==> src/hw/eac_consts.vh <==
// constants for the external area select and configuration block
`ifndef EAC_CONSTS_VH
`define EAC_CONSTS_VH
// register byte offsets on the plain register port
`define EAC_OFS_PIN_FUNC   6'h00
`define EAC_OFS_WIDTH      6'h04
`define EAC_OFS_ORDER      6'h08
`define EAC_OFS_ASTATE     6'h0c
`define EAC_OFS_WAIT_A     6'h10
`define EAC_OFS_WAIT_B     6'h14
`define EAC_OFS_SEL_EXT    6'h18
`define EAC_OFS_BSRAM      6'h1c
`define EAC_OFS_PROM       6'h20
`define EAC_OFS_MUX        6'h24
`define EAC_OFS_ROUTE      6'h28
`define EAC_OFS_STATUS     6'h2c
// reset values
`define EAC_RST_PIN_ROMDIS 8'h01
`define EAC_RST_PIN_ROMEN  8'h00
`define EAC_RST_ROUTE      24'hfac688
`define EAC_RST_ZERO8      8'h00
// writable masks for area-limited fields
`define EAC_MASK_ORDER     8'hfc
`define EAC_MASK_PROM      8'h03
`define EAC_MASK_MUX       8'hf8
// interface type codes
`define EAC_IF_BASIC       2'h0
`define EAC_IF_BSRAM       2'h1
`define EAC_IF_PROM        2'h2
`define EAC_IF_MUX         2'h3
// address field that names the area
`define EAC_AREA_MSB       23
`define EAC_AREA_LSB       21
// access state codes
`define EAC_ST_IDLE        3'h0
`define EAC_ST_HOLD        3'h1
`define EAC_ST_T1          3'h2
`define EAC_ST_T2          3'h3
`define EAC_ST_PW          3'h4
`define EAC_ST_EW          3'h5
`define EAC_ST_T3          3'h6
`define EAC_ST_TAIL        3'h7
`endif

==> src/hw/eac_area_cfg.v <==
// external area decode, per-area configuration and select strobe generation
//
// Contract
// - eight areas, each configured independently
// - area select low during its access
// - rom off: area0 pin out, others in
// - rom on: all in until enabled
// - shared pin asserts for any routed area
// - per-area settings; internal accesses fixed
// - four interface types, basic after reset
// - page rom areas 0-1, mux 3-7
// - per-area 8 or 16 bit width
// - byte sram forces 16 bit
// - width reset from latched mode
// - bus mode 16 if any area 16
// - little order bits areas 7-2, reset big
// - basic areas two or three state
// - waits only in three-state areas
// - cycles: base, waits, extension, external
// - select extension per area by register
// - byte sram uses same cycle composition
// - areas 0-1 type from two bits
`default_nettype none
`include "eac_consts.vh"

module eac_area_cfg (
  input  wire        mclk,           // system clock
  input  wire        rst,            // synchronous reset, high
  input  wire        ce,             // clock enable, freezes state low
  input  wire        mode_rom_en,    // strap: internal rom enabled
  input  wire        mode_bus16,     // strap: 16-bit initial width
  input  wire [5:0]  reg_addr,       // register byte address
  input  wire [31:0] reg_wdata,      // register write data
  input  wire        reg_wr,         // register write strobe
  input  wire        reg_rd,         // register read strobe
  output reg  [31:0] reg_rdata_ff,   // read data, cycle after strobe
  input  wire        acc_req,        // access request pulse
  input  wire [23:0] acc_addr,       // access address
  input  wire        acc_internal,   // access hits on-chip space
  input  wire        wait_n,         // external wait request pin, low
  output reg         acc_busy_ff,    // access in progress
  output reg         acc_done_ff,    // access finished pulse
  output reg         acc_width16_ff, // current access is 16 bit
  output reg         acc_little_ff,  // current access little order
  output reg  [1:0]  acc_iftype_ff,  // current interface type
  output reg         bus16_mode_ff,  // 16-bit bus mode
  output reg  [7:0]  area_select_n_ff, // select pin levels, low
  output reg  [7:0]  select_oe_n_ff    // select pin drive, low drives
);

  // configuration registers; all are plain read-write except the read-only rom strap and
  // where masks keep unused wait bits and the bits of areas that cannot use a function at zero
  reg  [7:0]  pin_function_ctrl_ff; // pin drive enables
  reg  [7:0]  area_width_ctrl_ff;   // 1 = 16 bit
  reg  [7:0]  byte_order_ctrl_ff;   // 1 = little order
  reg  [7:0]  access_state_ctrl_ff; // 1 = three state
  reg  [15:0] prog_wait_ctrl_a_ff;  // waits areas 0-3
  reg  [15:0] prog_wait_ctrl_b_ff;  // waits areas 4-7
  reg  [15:0] select_extend_ctrl_ff; // lead low byte, trail high
  reg  [7:0]  byte_sram_ctrl_ff;    // byte sram choice
  reg  [7:0]  page_rom_ctrl_ff;     // page rom choice
  reg  [7:0]  muxed_io_ctrl_ff;     // muxed io choice
  reg  [23:0] pin_route_ctrl_ff;    // 3-bit pin per area
  reg         rom_en_ff;            // latched rom strap

  // access sequencer
  // one access at a time; the strobe pins are formed from its state
  reg  [2:0]  state_ff;        // access state
  reg  [2:0]  nxt_state;       // next access state
  reg  [2:0]  area_ff;         // area being accessed
  reg  [2:0]  wcnt_ff;         // programmed wait counter
  reg  [2:0]  nxt_wcnt;        // next wait count
  reg         three_ff;        // latched three-state choice
  reg         trail_ff;        // latched trailing extension
  reg  [2:0]  pwait_ff;        // latched programmed waits
  reg         done_now;        // access finishing now

  // wait pin synchroniser and filter
  reg         wait_s1_ff;      // first stage
  reg         wait_s2_ff;      // second stage
  reg         wait_s3_ff;      // third stage
  reg         wait_req_ff;     // accepted wait request

  // decoded request configuration
  wire [2:0]  req_area = acc_addr[`EAC_AREA_MSB:`EAC_AREA_LSB];
  reg  [1:0]  req_if;          // resolved interface type
  reg  [2:0]  req_pw;          // programmed waits of area
  reg  [7:0]  nxt_sel_n;       // next pin levels
  reg  [2:0]  sel_area;        // area whose strobe is formed
  integer     p;               // pin loop index
  integer     a;               // area loop index

  // resolve interface type of an area; the page rom and mux bits are masked
  // to the areas that may use them, so only the refused page rom plus
  // byte sram pair needs care here: it falls back to the basic cycle, which
  // every device can follow, instead of an undefined mix of the two
  function [1:0] eac_iftype;
    input [2:0] ar;
    input [7:0] bs;
    input [7:0] pr;
    input [7:0] mx;
    begin
      eac_iftype = `EAC_IF_BASIC;
      if (pr[ar] && bs[ar])
        eac_iftype = `EAC_IF_BASIC; // prohibited pair falls back
      else if (pr[ar])
        eac_iftype = `EAC_IF_PROM;
      else if (mx[ar])
        eac_iftype = `EAC_IF_MUX;
      else if (bs[ar])
        eac_iftype = `EAC_IF_BSRAM;
    end
  endfunction

  // combinational decode of the requested area; it looks at the address
  // that stands beside the request, so it is only meaningful in idle
  // wait fields are four bits apart with the top bit of each unused
  always @* begin
    req_if = eac_iftype(req_area, byte_sram_ctrl_ff,
                        page_rom_ctrl_ff, muxed_io_ctrl_ff);
    if (req_area[2])
      req_pw = prog_wait_ctrl_b_ff[{req_area[1:0], 2'h0} +: 3];
    else
      req_pw = prog_wait_ctrl_a_ff[{req_area[1:0], 2'h0} +: 3];
  end

  // wait pin passes three flops, accepted when last two agree
  // the pin comes from outside the clock domain: the first flop may go
  // metastable, so only the second and third are looked at, and a level
  // that does not stand for two cycles never reaches the sequencer
  // the idle level is high, so reset loads ones to avoid a false request
  always @(posedge mclk) begin
    if (rst) begin
      wait_s1_ff  <= 1'b1;
      wait_s2_ff  <= 1'b1;
      wait_s3_ff  <= 1'b1;
      wait_req_ff <= 1'b0;
    end else if (ce) begin
      wait_s1_ff <= wait_n;
      wait_s2_ff <= wait_s1_ff;
      wait_s3_ff <= wait_s2_ff;
      if (wait_s2_ff == wait_s3_ff)
        wait_req_ff <= ~wait_s3_ff;
    end
  end

  // register writes; straps caught while reset is held
  // the straps are read on every reset edge, so a mode change made while
  // reset stands takes effect on release without a second reset
  // masks keep bits of areas that cannot use a type at zero, so a read
  // shows what the hardware will really do
  always @(posedge mclk) begin
    if (rst) begin
      rom_en_ff <= mode_rom_en;
      if (mode_rom_en)
        pin_function_ctrl_ff <= `EAC_RST_PIN_ROMEN;
      else
        pin_function_ctrl_ff <= `EAC_RST_PIN_ROMDIS;
      area_width_ctrl_ff    <= {8{mode_bus16}};
      byte_order_ctrl_ff    <= `EAC_RST_ZERO8;
      access_state_ctrl_ff  <= `EAC_RST_ZERO8;
      prog_wait_ctrl_a_ff   <= 16'h0000;
      prog_wait_ctrl_b_ff   <= 16'h0000;
      select_extend_ctrl_ff <= 16'h0000;
      byte_sram_ctrl_ff     <= `EAC_RST_ZERO8;
      page_rom_ctrl_ff      <= `EAC_RST_ZERO8;
      muxed_io_ctrl_ff      <= `EAC_RST_ZERO8;
      pin_route_ctrl_ff     <= `EAC_RST_ROUTE;
    end else if (ce && reg_wr) begin
      case (reg_addr)
        `EAC_OFS_PIN_FUNC: pin_function_ctrl_ff <= reg_wdata[7:0];
        `EAC_OFS_WIDTH:    area_width_ctrl_ff   <= reg_wdata[7:0];
        `EAC_OFS_ORDER:
          byte_order_ctrl_ff <= reg_wdata[7:0] & `EAC_MASK_ORDER;
        `EAC_OFS_ASTATE:   access_state_ctrl_ff <= reg_wdata[7:0];
        `EAC_OFS_WAIT_A:   prog_wait_ctrl_a_ff  <= reg_wdata[15:0] & 16'h7777;
        `EAC_OFS_WAIT_B:   prog_wait_ctrl_b_ff  <= reg_wdata[15:0] & 16'h7777;
        `EAC_OFS_SEL_EXT:  select_extend_ctrl_ff <= reg_wdata[15:0];
        `EAC_OFS_BSRAM:    byte_sram_ctrl_ff    <= reg_wdata[7:0];
        `EAC_OFS_PROM:
          page_rom_ctrl_ff <= reg_wdata[7:0] & `EAC_MASK_PROM;
        `EAC_OFS_MUX:
          muxed_io_ctrl_ff <= reg_wdata[7:0] & `EAC_MASK_MUX;
        `EAC_OFS_ROUTE:    pin_route_ctrl_ff    <= reg_wdata[23:0];
        default: ; // unmapped or read-only: ignored
      endcase
    end
  end

  // read data stands in the cycle after the strobe only
  // the bus is cleared in every cycle without a read so a master that looks late
  // sees zero rather than stale data; reads have no side effects
  // status shows the latched mode and the sequencer for debug
  always @(posedge mclk) begin
    if (rst) begin
      reg_rdata_ff <= 32'h00000000;
    end else if (ce) begin
      reg_rdata_ff <= 32'h00000000;
      if (reg_rd) begin
        case (reg_addr)
          `EAC_OFS_PIN_FUNC: reg_rdata_ff[7:0]  <= pin_function_ctrl_ff;
          `EAC_OFS_WIDTH:    reg_rdata_ff[7:0]  <= area_width_ctrl_ff;
          `EAC_OFS_ORDER:    reg_rdata_ff[7:0]  <= byte_order_ctrl_ff;
          `EAC_OFS_ASTATE:   reg_rdata_ff[7:0]  <= access_state_ctrl_ff;
          `EAC_OFS_WAIT_A:   reg_rdata_ff[15:0] <= prog_wait_ctrl_a_ff;
          `EAC_OFS_WAIT_B:   reg_rdata_ff[15:0] <= prog_wait_ctrl_b_ff;
          `EAC_OFS_SEL_EXT:  reg_rdata_ff[15:0] <= select_extend_ctrl_ff;
          `EAC_OFS_BSRAM:    reg_rdata_ff[7:0]  <= byte_sram_ctrl_ff;
          `EAC_OFS_PROM:     reg_rdata_ff[7:0]  <= page_rom_ctrl_ff;
          `EAC_OFS_MUX:      reg_rdata_ff[7:0]  <= muxed_io_ctrl_ff;
          `EAC_OFS_ROUTE:    reg_rdata_ff[23:0] <= pin_route_ctrl_ff;
          `EAC_OFS_STATUS:
            reg_rdata_ff[9:0] <= {rom_en_ff, bus16_mode_ff, acc_busy_ff,
                                  area_ff, 1'b0, state_ff};
          default: reg_rdata_ff <= 32'h00000000; // unmapped reads zero
        endcase
      end
    end
  end

  // next state of the access sequencer
  // order of states: optional lead extension, first and second state,
  // then for three-state areas the programmed waits, the pin waits and
  // the third state, and at last the optional trailing extension
  // the done pulse is raised in the cycle after the last state, when the
  // strobes are already back high
  // two-state areas never look at the wait pin or the wait counter
  always @* begin
    nxt_state = state_ff;
    nxt_wcnt  = wcnt_ff;
    done_now  = 1'b0;
    case (state_ff)
      `EAC_ST_IDLE: begin
        if (acc_req && !acc_internal) begin
          if (select_extend_ctrl_ff[req_area])
            nxt_state = `EAC_ST_HOLD;
          else
            nxt_state = `EAC_ST_T1;
        end
      end
      `EAC_ST_HOLD: nxt_state = `EAC_ST_T1; // lead extension
      `EAC_ST_T1:   nxt_state = `EAC_ST_T2;
      `EAC_ST_T2: begin
        if (!three_ff) begin
          // two-state areas never wait
          if (trail_ff)
            nxt_state = `EAC_ST_TAIL;
          else
            done_now = 1'b1;
        end else if (pwait_ff != 3'h0) begin
          nxt_state = `EAC_ST_PW;
          nxt_wcnt  = pwait_ff - 3'h1;
        end else if (wait_req_ff) begin
          nxt_state = `EAC_ST_EW;
        end else begin
          nxt_state = `EAC_ST_T3;
        end
      end
      `EAC_ST_PW: begin
        if (wcnt_ff != 3'h0)
          nxt_wcnt = wcnt_ff - 3'h1; // programmed waits
        else if (wait_req_ff)
          nxt_state = `EAC_ST_EW;
        else
          nxt_state = `EAC_ST_T3;
      end
      `EAC_ST_EW: begin
        if (!wait_req_ff)
          nxt_state = `EAC_ST_T3; // wait sampled every cycle
      end
      `EAC_ST_T3: begin
        if (trail_ff)
          nxt_state = `EAC_ST_TAIL;
        else
          done_now = 1'b1;
      end
      `EAC_ST_TAIL: done_now = 1'b1; // trailing extension
      default: nxt_state = `EAC_ST_IDLE;
    endcase
    if (done_now)
      nxt_state = `EAC_ST_IDLE;
  end

  // sequencer registers and per-access latched settings
  // settings are latched when the request is taken, so a register write
  // during an access cannot change its timing or width half way through
  // a request while busy is not taken and gives no sign of it
  always @(posedge mclk) begin
    if (rst) begin
      state_ff       <= `EAC_ST_IDLE;
      wcnt_ff        <= 3'h0;
      area_ff        <= 3'h0;
      three_ff       <= 1'b0;
      trail_ff       <= 1'b0;
      pwait_ff       <= 3'h0;
      acc_busy_ff    <= 1'b0;
      acc_done_ff    <= 1'b0;
      acc_width16_ff <= 1'b0;
      acc_little_ff  <= 1'b0;
      acc_iftype_ff  <= `EAC_IF_BASIC;
    end else if (ce) begin
      state_ff    <= nxt_state;
      wcnt_ff     <= nxt_wcnt;
      acc_done_ff <= done_now;
      acc_busy_ff <= (nxt_state != `EAC_ST_IDLE);
      if (state_ff == `EAC_ST_IDLE && acc_req) begin
        if (acc_internal) begin
          // on-chip access: fixed one-cycle, fixed width
          acc_done_ff    <= 1'b1;
          acc_width16_ff <= 1'b1;
          acc_little_ff  <= 1'b0;
          acc_iftype_ff  <= `EAC_IF_BASIC;
        end else begin
          area_ff       <= req_area;
          acc_iftype_ff <= req_if;
          three_ff      <= access_state_ctrl_ff[req_area];
          trail_ff      <= select_extend_ctrl_ff[{1'b1, req_area}];
          pwait_ff      <= req_pw;
          if (req_if == `EAC_IF_BSRAM)
            acc_width16_ff <= 1'b1;
          else
            acc_width16_ff <= area_width_ctrl_ff[req_area];
          acc_little_ff <= byte_order_ctrl_ff[req_area];
        end
      end
    end
  end

  // merge area strobes onto routed pins
  // a request taken in idle has not yet loaded area_ff, so the requested
  // area is used there; otherwise the first state would run without its
  // strobe and a device could miss the start of the access
  // several areas may be routed to one pin: any of them pulls it low
  always @* begin
    nxt_sel_n = 8'hff;
    if (state_ff == `EAC_ST_IDLE)
      sel_area = req_area; // request being taken now
    else
      sel_area = area_ff;  // access already latched
    for (p = 0; p < 8; p = p + 1) begin
      for (a = 0; a < 8; a = a + 1) begin
        if (nxt_state != `EAC_ST_IDLE && sel_area == a[2:0] &&
            pin_route_ctrl_ff[a*3 +: 3] == p[2:0])
          nxt_sel_n[p] = 1'b0;
      end
    end
  end

  // pin drive and bus mode registers
  // the drive enables follow the pin function bits one cycle late; the
  // strobe levels are formed even for undriven pins, which simply do
  // not show them
  always @(posedge mclk) begin
    if (rst) begin
      area_select_n_ff <= 8'hff;
      // drive enables match the pin function reset value from the first
      // reset edge on
      if (mode_rom_en)
        select_oe_n_ff <= ~`EAC_RST_PIN_ROMEN; // rom on: all inputs
      else
        select_oe_n_ff <= ~`EAC_RST_PIN_ROMDIS; // rom off: area 0 drives
      bus16_mode_ff    <= 1'b0;
    end else if (ce) begin
      // strobes follow the next state, so they open with the lead extension or the first state
      // and close as the done pulse rises
      area_select_n_ff <= nxt_sel_n;
      select_oe_n_ff <= ~pin_function_ctrl_ff;
      bus16_mode_ff  <= |area_width_ctrl_ff;
    end
  end

endmodule // eac_area_cfg
`default_nettype wire

==> config.mk <==
export PLATFORM = sky130hd
export DESIGN_NAME = eac_area_cfg
export DESIGN_NICKNAME = d
export VERILOG_FILES = /design/src/hw/eac_area_cfg.v
export VERILOG_INCLUDE_DIRS = /design/src /design/src/hw
export SDC_FILE = /design/constraint.sdc
export NUM_CORES = 1
export LEC_CHECK = 0
export ABC_AREA = 1
export BUFFER_PORTS_ARGS = -buffer_cell sky130_fd_sc_hd__buf_2
export CORE_ASPECT_RATIO = 1.4
export CORE_MARGIN = 5
export CORE_UTILIZATION = 58
export DETAILED_ROUTE_END_ITERATION = 10
export HOLD_SLACK_MARGIN = 0.12
export PLACE_DENSITY = 0.87
export SLEW_MARGIN = 10
export SYNTH_ARGS = -nofsm -noshare
export SYNTH_HDL_FRONTEND = slang
export SYNTH_SLANG_ARGS = --single-unit
==> constraint.sdc <==
create_clock -name mclk -period 2.4 [get_ports mclk]
set_input_delay 0.48 -clock mclk [delete_from_list [all_inputs] [get_ports mclk]]
set_output_delay 0.48 -clock mclk [all_outputs]
set_load 0.01 [all_outputs]
# Yosys cells after proc, flatten, opt, wreduce, memory -nomap -nowiden
# Cells that the tools add are included.
[word_totals] regBits=183 latch_bits=0 mem_bits_rw=0 rom_bits=0 inputBits=72 out_inout_bits=55 word_cells=363 n_memories=0
[classes] add_sub_neg=2 mul=0 div_mod_pow=0 magnitude_cmp=3 eq_ne=86 shifts=2 mux=124 bitwise_logic=3 reduce_logical=112
[ops] operator="== test 3 bit (second input constant)" n=40
[ops] operator="case mux 8 bit (12 select lines)" n=1
[ops] operator="two-way mux 1 bit" n=82
[ops] operator="logical AND 1 bit" n=76
[ops] operator="two-way mux 8 bit" n=9
[ops] operator="== test 3 x 2 -> 1 bit (second input constant)" n=20
[ops] operator="two-way mux 3 bit" n=11
[ops] operator="variable part select 16 x 5 -> 3 bit" n=2
[ops] operator="== test 3 x 1 -> 1 bit (second input constant)" n=10
[ops] operator="zero test 3 bit" n=10
[ops] operator="AND reduction 2 bit" n=13
[ops] operator="binary-select mux 1 bit (select 3 bit)" n=8
[ops] operator="== test 6 x 5 -> 1 bit (second input constant)" n=4
[ops] operator="== test 6 bit (second input constant)" n=4
[ops] operator="two-way mux 24 bit" n=1
[ops] operator="case mux 6 bit (4 select lines)" n=1
[ops] operator="case mux 3 bit (7 select lines)" n=1
[ops] operator="two-way mux 2 bit" n=7
[ops] operator="== test 6 x 4 -> 1 bit (second input constant)" n=2
[ops] operator="case mux 2 bit (5 select lines)" n=1
[ops] operator="nonzero test 2 bit" n=5
[ops] operator="nonzero test 3 bit" n=3
[ops] operator="inverter 8 bit" n=1
[ops] operator="OR reduction 8 bit" n=1
[ops] operator="15 further kinds" n=19

# Longest topological paths before layout
[logic_depth] ltp_word=17 ltp_mapped=16 mapped_depth_nobuf=14

# Worst setup path after synthesis
# OpenSTA, ideal clock, no wires.
[synth_timing] kind="in2reg" start="input reg_addr[1]" end="register area_width_ctrl_ff[0] (enable)" setup_time_ns=0.384 t_arrival_ns=1.746 required_ns=2.016 path_slack_ns=0.270 cell_stages=5 n_path_buf=0 cell_sequence="nor2_2 -> inv_1 -> nor2_2 -> nand2_1 -> o21ai_0"
[synth_via] elab_chain_cells=3
[synth_rtl] element="from (decl)" line_no="eac_area_cfg.v:32" text="input wire [5:0] reg_addr,"
[synth_rtl] element="== test 6 x 3 -> 1 bit" line_no="eac_area_cfg.v:170" text="case (reg_addr)"
[synth_rtl] element="nonzero test 2 bit (no line)"
[synth_rtl] element="AND reduction 2 bit (no line)"
[synth_rtl] element="to (signal assigned)" line_no="eac_area_cfg.v:159" text="area_width_ctrl_ff <= {8{mode_bus16}};"
[synth_rtl] element="to (signal assigned)" line_no="eac_area_cfg.v:172" text="`EAC_OFS_WIDTH: area_width_ctrl_ff <= reg_wdata[7:0];"
[synth_rtl] element="to (decl)" line_no="eac_area_cfg.v:54" text="reg [7:0] area_width_ctrl_ff;"
# No other way between the ends.
# A chain may end at the register's enable or synchronous reset.

# Final worst setup path
[layout_timing] start="register state_ff[0]" end="register area_select_n_ff[7]"
[layout_via] elab_chain_cells=15 word_cells_on_any_way=50 classes_between="eq/ne: 14; mux: 17; reduce/logical: 19"
[layout_rtl] element="from (decl)" line_no="eac_area_cfg.v:68" text="reg [2:0] state_ff;"
[layout_rtl] element="from (signal assigned)" line_no="eac_area_cfg.v:290" text="state_ff <= `EAC_ST_IDLE;"
[layout_rtl] element="from (signal assigned)" line_no="eac_area_cfg.v:302" text="state_ff <= nxt_state;"
[layout_rtl] element="two-way mux 3 bit" line_no="eac_area_cfg.v:246, eac_area_cfg.v:272"
[layout_rtl] element="two-way mux 3 bit" line_no="eac_area_cfg.v:244" text="if (!three_ff) begin"
[layout_rtl] element="case mux 3 bit (7 select lines)" line_no="eac_area_cfg.v:232" text="case (state_ff)"
[layout_rtl] element="two-way mux 3 bit" line_no="eac_area_cfg.v:280" text="if (done_now)"
[layout_rtl] element="nonzero test 3 bit (no line)"
[layout_rtl] element="logical AND 1 bit (2 in a row)" line_no="eac_area_cfg.v:342" text="if (nxt_state != `EAC_ST_IDLE && sel_area == a[2:0] &&"
[layout_rtl] element="two-way mux 1 bit (7 in a row)" line_no="eac_area_cfg.v:342"
[layout_rtl] element="two-way mux 1 bit (*)" line_no="eac_area_cfg.v:342"
[layout_rtl] element="to (signal assigned)" line_no="eac_area_cfg.v:366" text="area_select_n_ff <= nxt_sel_n;"
[layout_rtl] element="to (decl)" line_no="eac_area_cfg.v:47" text="output reg [7:0] area_select_n_ff,"
# Every way passes the cells marked *; elsewhere a longest branch is shown, timed or not.

==> out/metrics.csv <==
metric,value,unit
r2r_cells,15,
syn_avg_cell_area,7.23,um2
fin_setup_tns,0,ns
ys_seq_area_frac,0.429,
syn_inst,1210,
synth_xor_area_frac,0.00100,
clockRootBuffer,clkbuf_16,
fin_crit,2.12,ns
async_reset_ff_frac,0,
place_congestion,0.996,
io_buffers,89,
vias,9075,
reg2reg_slack,0.28,ns
antenna_found_initial,0,
cts_hold_buf,0,
cp.required,2.72,ns
fillers,1359,
slew-limit-headroom,0.656,
yosys-top-cells-area,"dfxtp_1, o21ai_0, edfxtp_1, nand2_1, a21oi_1",
htree_levels,4,
yosys_warnings,0,
clkLatencyLatePin,0.44,ns
synthDistinctLibCells,41,
fmaxAchievable,0.472,GHz
crit_path_start_kind,flip-flop,
p_switching,0.00172,W
synth_seq_cells,175,
worstHoldPathType,primary input to flip-flop,
grt_pass1_vias,8619,
grt_pass1_wl,43900,um
final_layout_size_suffix_gt1_frac,0.156,
diodes,0,
start_util,0.586,
crit_type,flip-flop to flip-flop,
vdd_drop_max,549,uV
yosys.area_share.adder,0.00143,
wl_met3,1960,um
crit_path_frequent_cell,nand2_1,
synth_edf_count,25,
synth_mux_area_frac,0,
routedWlPerCell,18.1,um
synthesis.area,8750,um2
arrival,2.44,ns
die_h,155,um
finalWorstSetupSlack,0.282,ns
leakage,4.26,nW
wl_met1,10100,um
rsz0062_at_grt,false,
fin_skew,0.00882,ns
ff_latch_area,3750,um2
place_ws,0.0981,ns
cts_buffers,17,
startpoint,state_ff[0]$_SDFFE_PP0P_,
drc_errors,0,
die_w,114,um
slowest_delay,0.38,ns
cts_tree,built,
drt_iter0_markers,964,
finalHoldViolCount,0,
status,finished clean,
drv_cap,0,
seqPwrFrac,0.484,
wl,27500,um
top_layer_used,met4,
multi_input_area,4220,um2
tightest_slew,0.513,ns
slowest_stage,dfxtp_1,
route.met2.wl,13300,um
crit_path_max_fanout,65,
yosysMostFrequentCell,nand2_1,
io_pins,127,
r2r-end,area_select_n_ff[7]$_SDFFE_PP1P_,
hpwl,20500,um
place_area,9530,um2
synth_commonest_cells,"nand2_1, o21ai_0, dfxtp_1",
die_area,17700,um2
yosysTopAreaCell,dfxtp_1,
synth-simple-area-share,0.237,
synth_top_family_by_area,compound AO/OA/AOI/OAI gates,
cts.sinks,175,
gr-usage-all-layers,0.316,
drv_slew,0,
pwr-share-clk,0.410,
postCtsSetupBuffers,0,
clk_pin_slew,0.06,ns
coreArea,14900,um2
final_util,0.676,
post-route-cell-area,10100,um2
num_rows,53,
comb_power_share,0.106,
synth_compound_area_frac,0.239,
power_density,634,nW/um2
drt_first_pass_iters,6,
synth_top_cell_area_share,0.343,
synth_flop_cell,dfxtp_1,
switching_share,0.269,
overflow,0,
syn2layout_area_growth,15.2,%
setup_viol,0,
cp-end-kind,flip-flop,
ctsResizeCount,0,
vias_per_cell,5.99,
min_period_over_period,0.882,
clock_path_buffers,2,
num-nets-final,1384,
antenna_left,0,
worstSetupEndpoint,area_select_n_ff[7]$_SDFFE_PP1P_,
internal_power,0.00467,W
r2r-start,state_ff[0]$_SDFFE_PP0P_,
grt_start_max_net_pins,82,
cp_cell_sequence,"nor2_1, inv_2, nor2_2, inv_2, nor2_1, nand2_1, nand2_1, nand2_1, nand2_1, buf_12, nand3_1, nand2_1, nor2_1, nand2_1, nand2_1",
==> sequential cells by signal, summed over array words and instances (netlist names), 6 cells and up <==
name	flops
area_select_n_ff	8
pin_function_ctrl_ff	8
prog_wait_ctrl_a_ff	12
prog_wait_ctrl_b_ff	12
area_width_ctrl_ff	8
byte_sram_ctrl_ff	8
byte_order_ctrl_ff	6
select_extend_ctrl_ff	16
access_state_ctrl_ff	8
reg_rdata_ff	24
select_oe_n_ff	8
pin_route_ctrl_ff	24
==> cell families (layout without fill, tap and decap cells) <==
logic type	Yosys count	after routing
AND/OR/NAND/NOR	480	480
AO/OA/AOI/OAI	364	364
buffers and inverters	188	295
flip-flops	175	175
adder cells (fa/ha/maj)	1	1
other	1	8
XOR/XNOR	1	1
==> per-stage QoR <==
stage,total power (W),hold WS [ns],instances
after global placement,0.00380,0.437,1484
after detailed placement,0.00382,0.439,1484
after global routing,0.00659,0.247,1516
after CTS,0.00639,0.253,1516
final,0.00639,0.264,1516
after floorplan,0.00361,0.425,1217
==> worst min path at each step <==
stage	from	to	slack, ns	depth (start not counted)
2_1_floorplan	wait_s1_ff$_SDFFE_PP1P_	wait_s2_ff$_SDFFE_PP1P_	0.42	2
3_3_place_gp	reg_rdata_ff[2]$_SDFFE_PP0P_	reg_rdata_ff[2]$_SDFFE_PP0P_	0.44	2
3_5_place_dp	wait_s1_ff$_SDFFE_PP1P_	wait_s2_ff$_SDFFE_PP1P_	0.44	2
4_1_cts	mode_rom_en	rom_en_ff$_DFFE_PP_	0.25	1
5_1_grt	mode_rom_en	rom_en_ff$_DFFE_PP_	0.25	1
6_report	reg_wdata[22]	pin_route_ctrl_ff[22]$_SDFFE_PP1P_	0.26	3
==> critical path: cells and delay by family (launching register included) <==
family | cells | cell delay [ns]
simple gates | 12 | 1.16
buf+inv | 3 | 0.44
flops | 1 | 0.38
==> power by group through the flow <==
stage	clock, W	sequential, W	combinational [W]
after floorplan	0	0.00315	0.000455
after global placement	0	0.00315	0.000650
after detailed placement	0	0.00316	0.000661
after CTS	0.00264	0.00309	0.000665
after global routing	0.00275	0.00310	0.000738
final	0.00262	0.00309	0.000677
==> placed cells by master, fill, tap and decap left out, types with 22 or more instances in the layout <==
cell type,n
o21ai_0,153
buf_4,51
a21oi_1,114
inv_1,99
edfxtp_1,25
nor3_1,34
dfxtp_1,150
o211ai_1,22
buf_2,89
nand3_1,97
nor2_1,138
nand2_1,178
==> routing by layer <==
layer	GRT usage	vias up
met5	0	-
met4	0.215	0
met3	0.0549	129
met2	0.531	471
met1	0.364	4113
li1	-	4362
==> layout make-up <==
cell class                 count  share of cell area
tap                          192              0.0238
timing repair buffer         142              0.0861
inverter                     121              0.0451
multi-input combinational    854               0.418
clock inverter                14              0.0118
clock buffer                  18              0.0426
sequential                   175               0.372
Power figures use the tool's default switching activity.
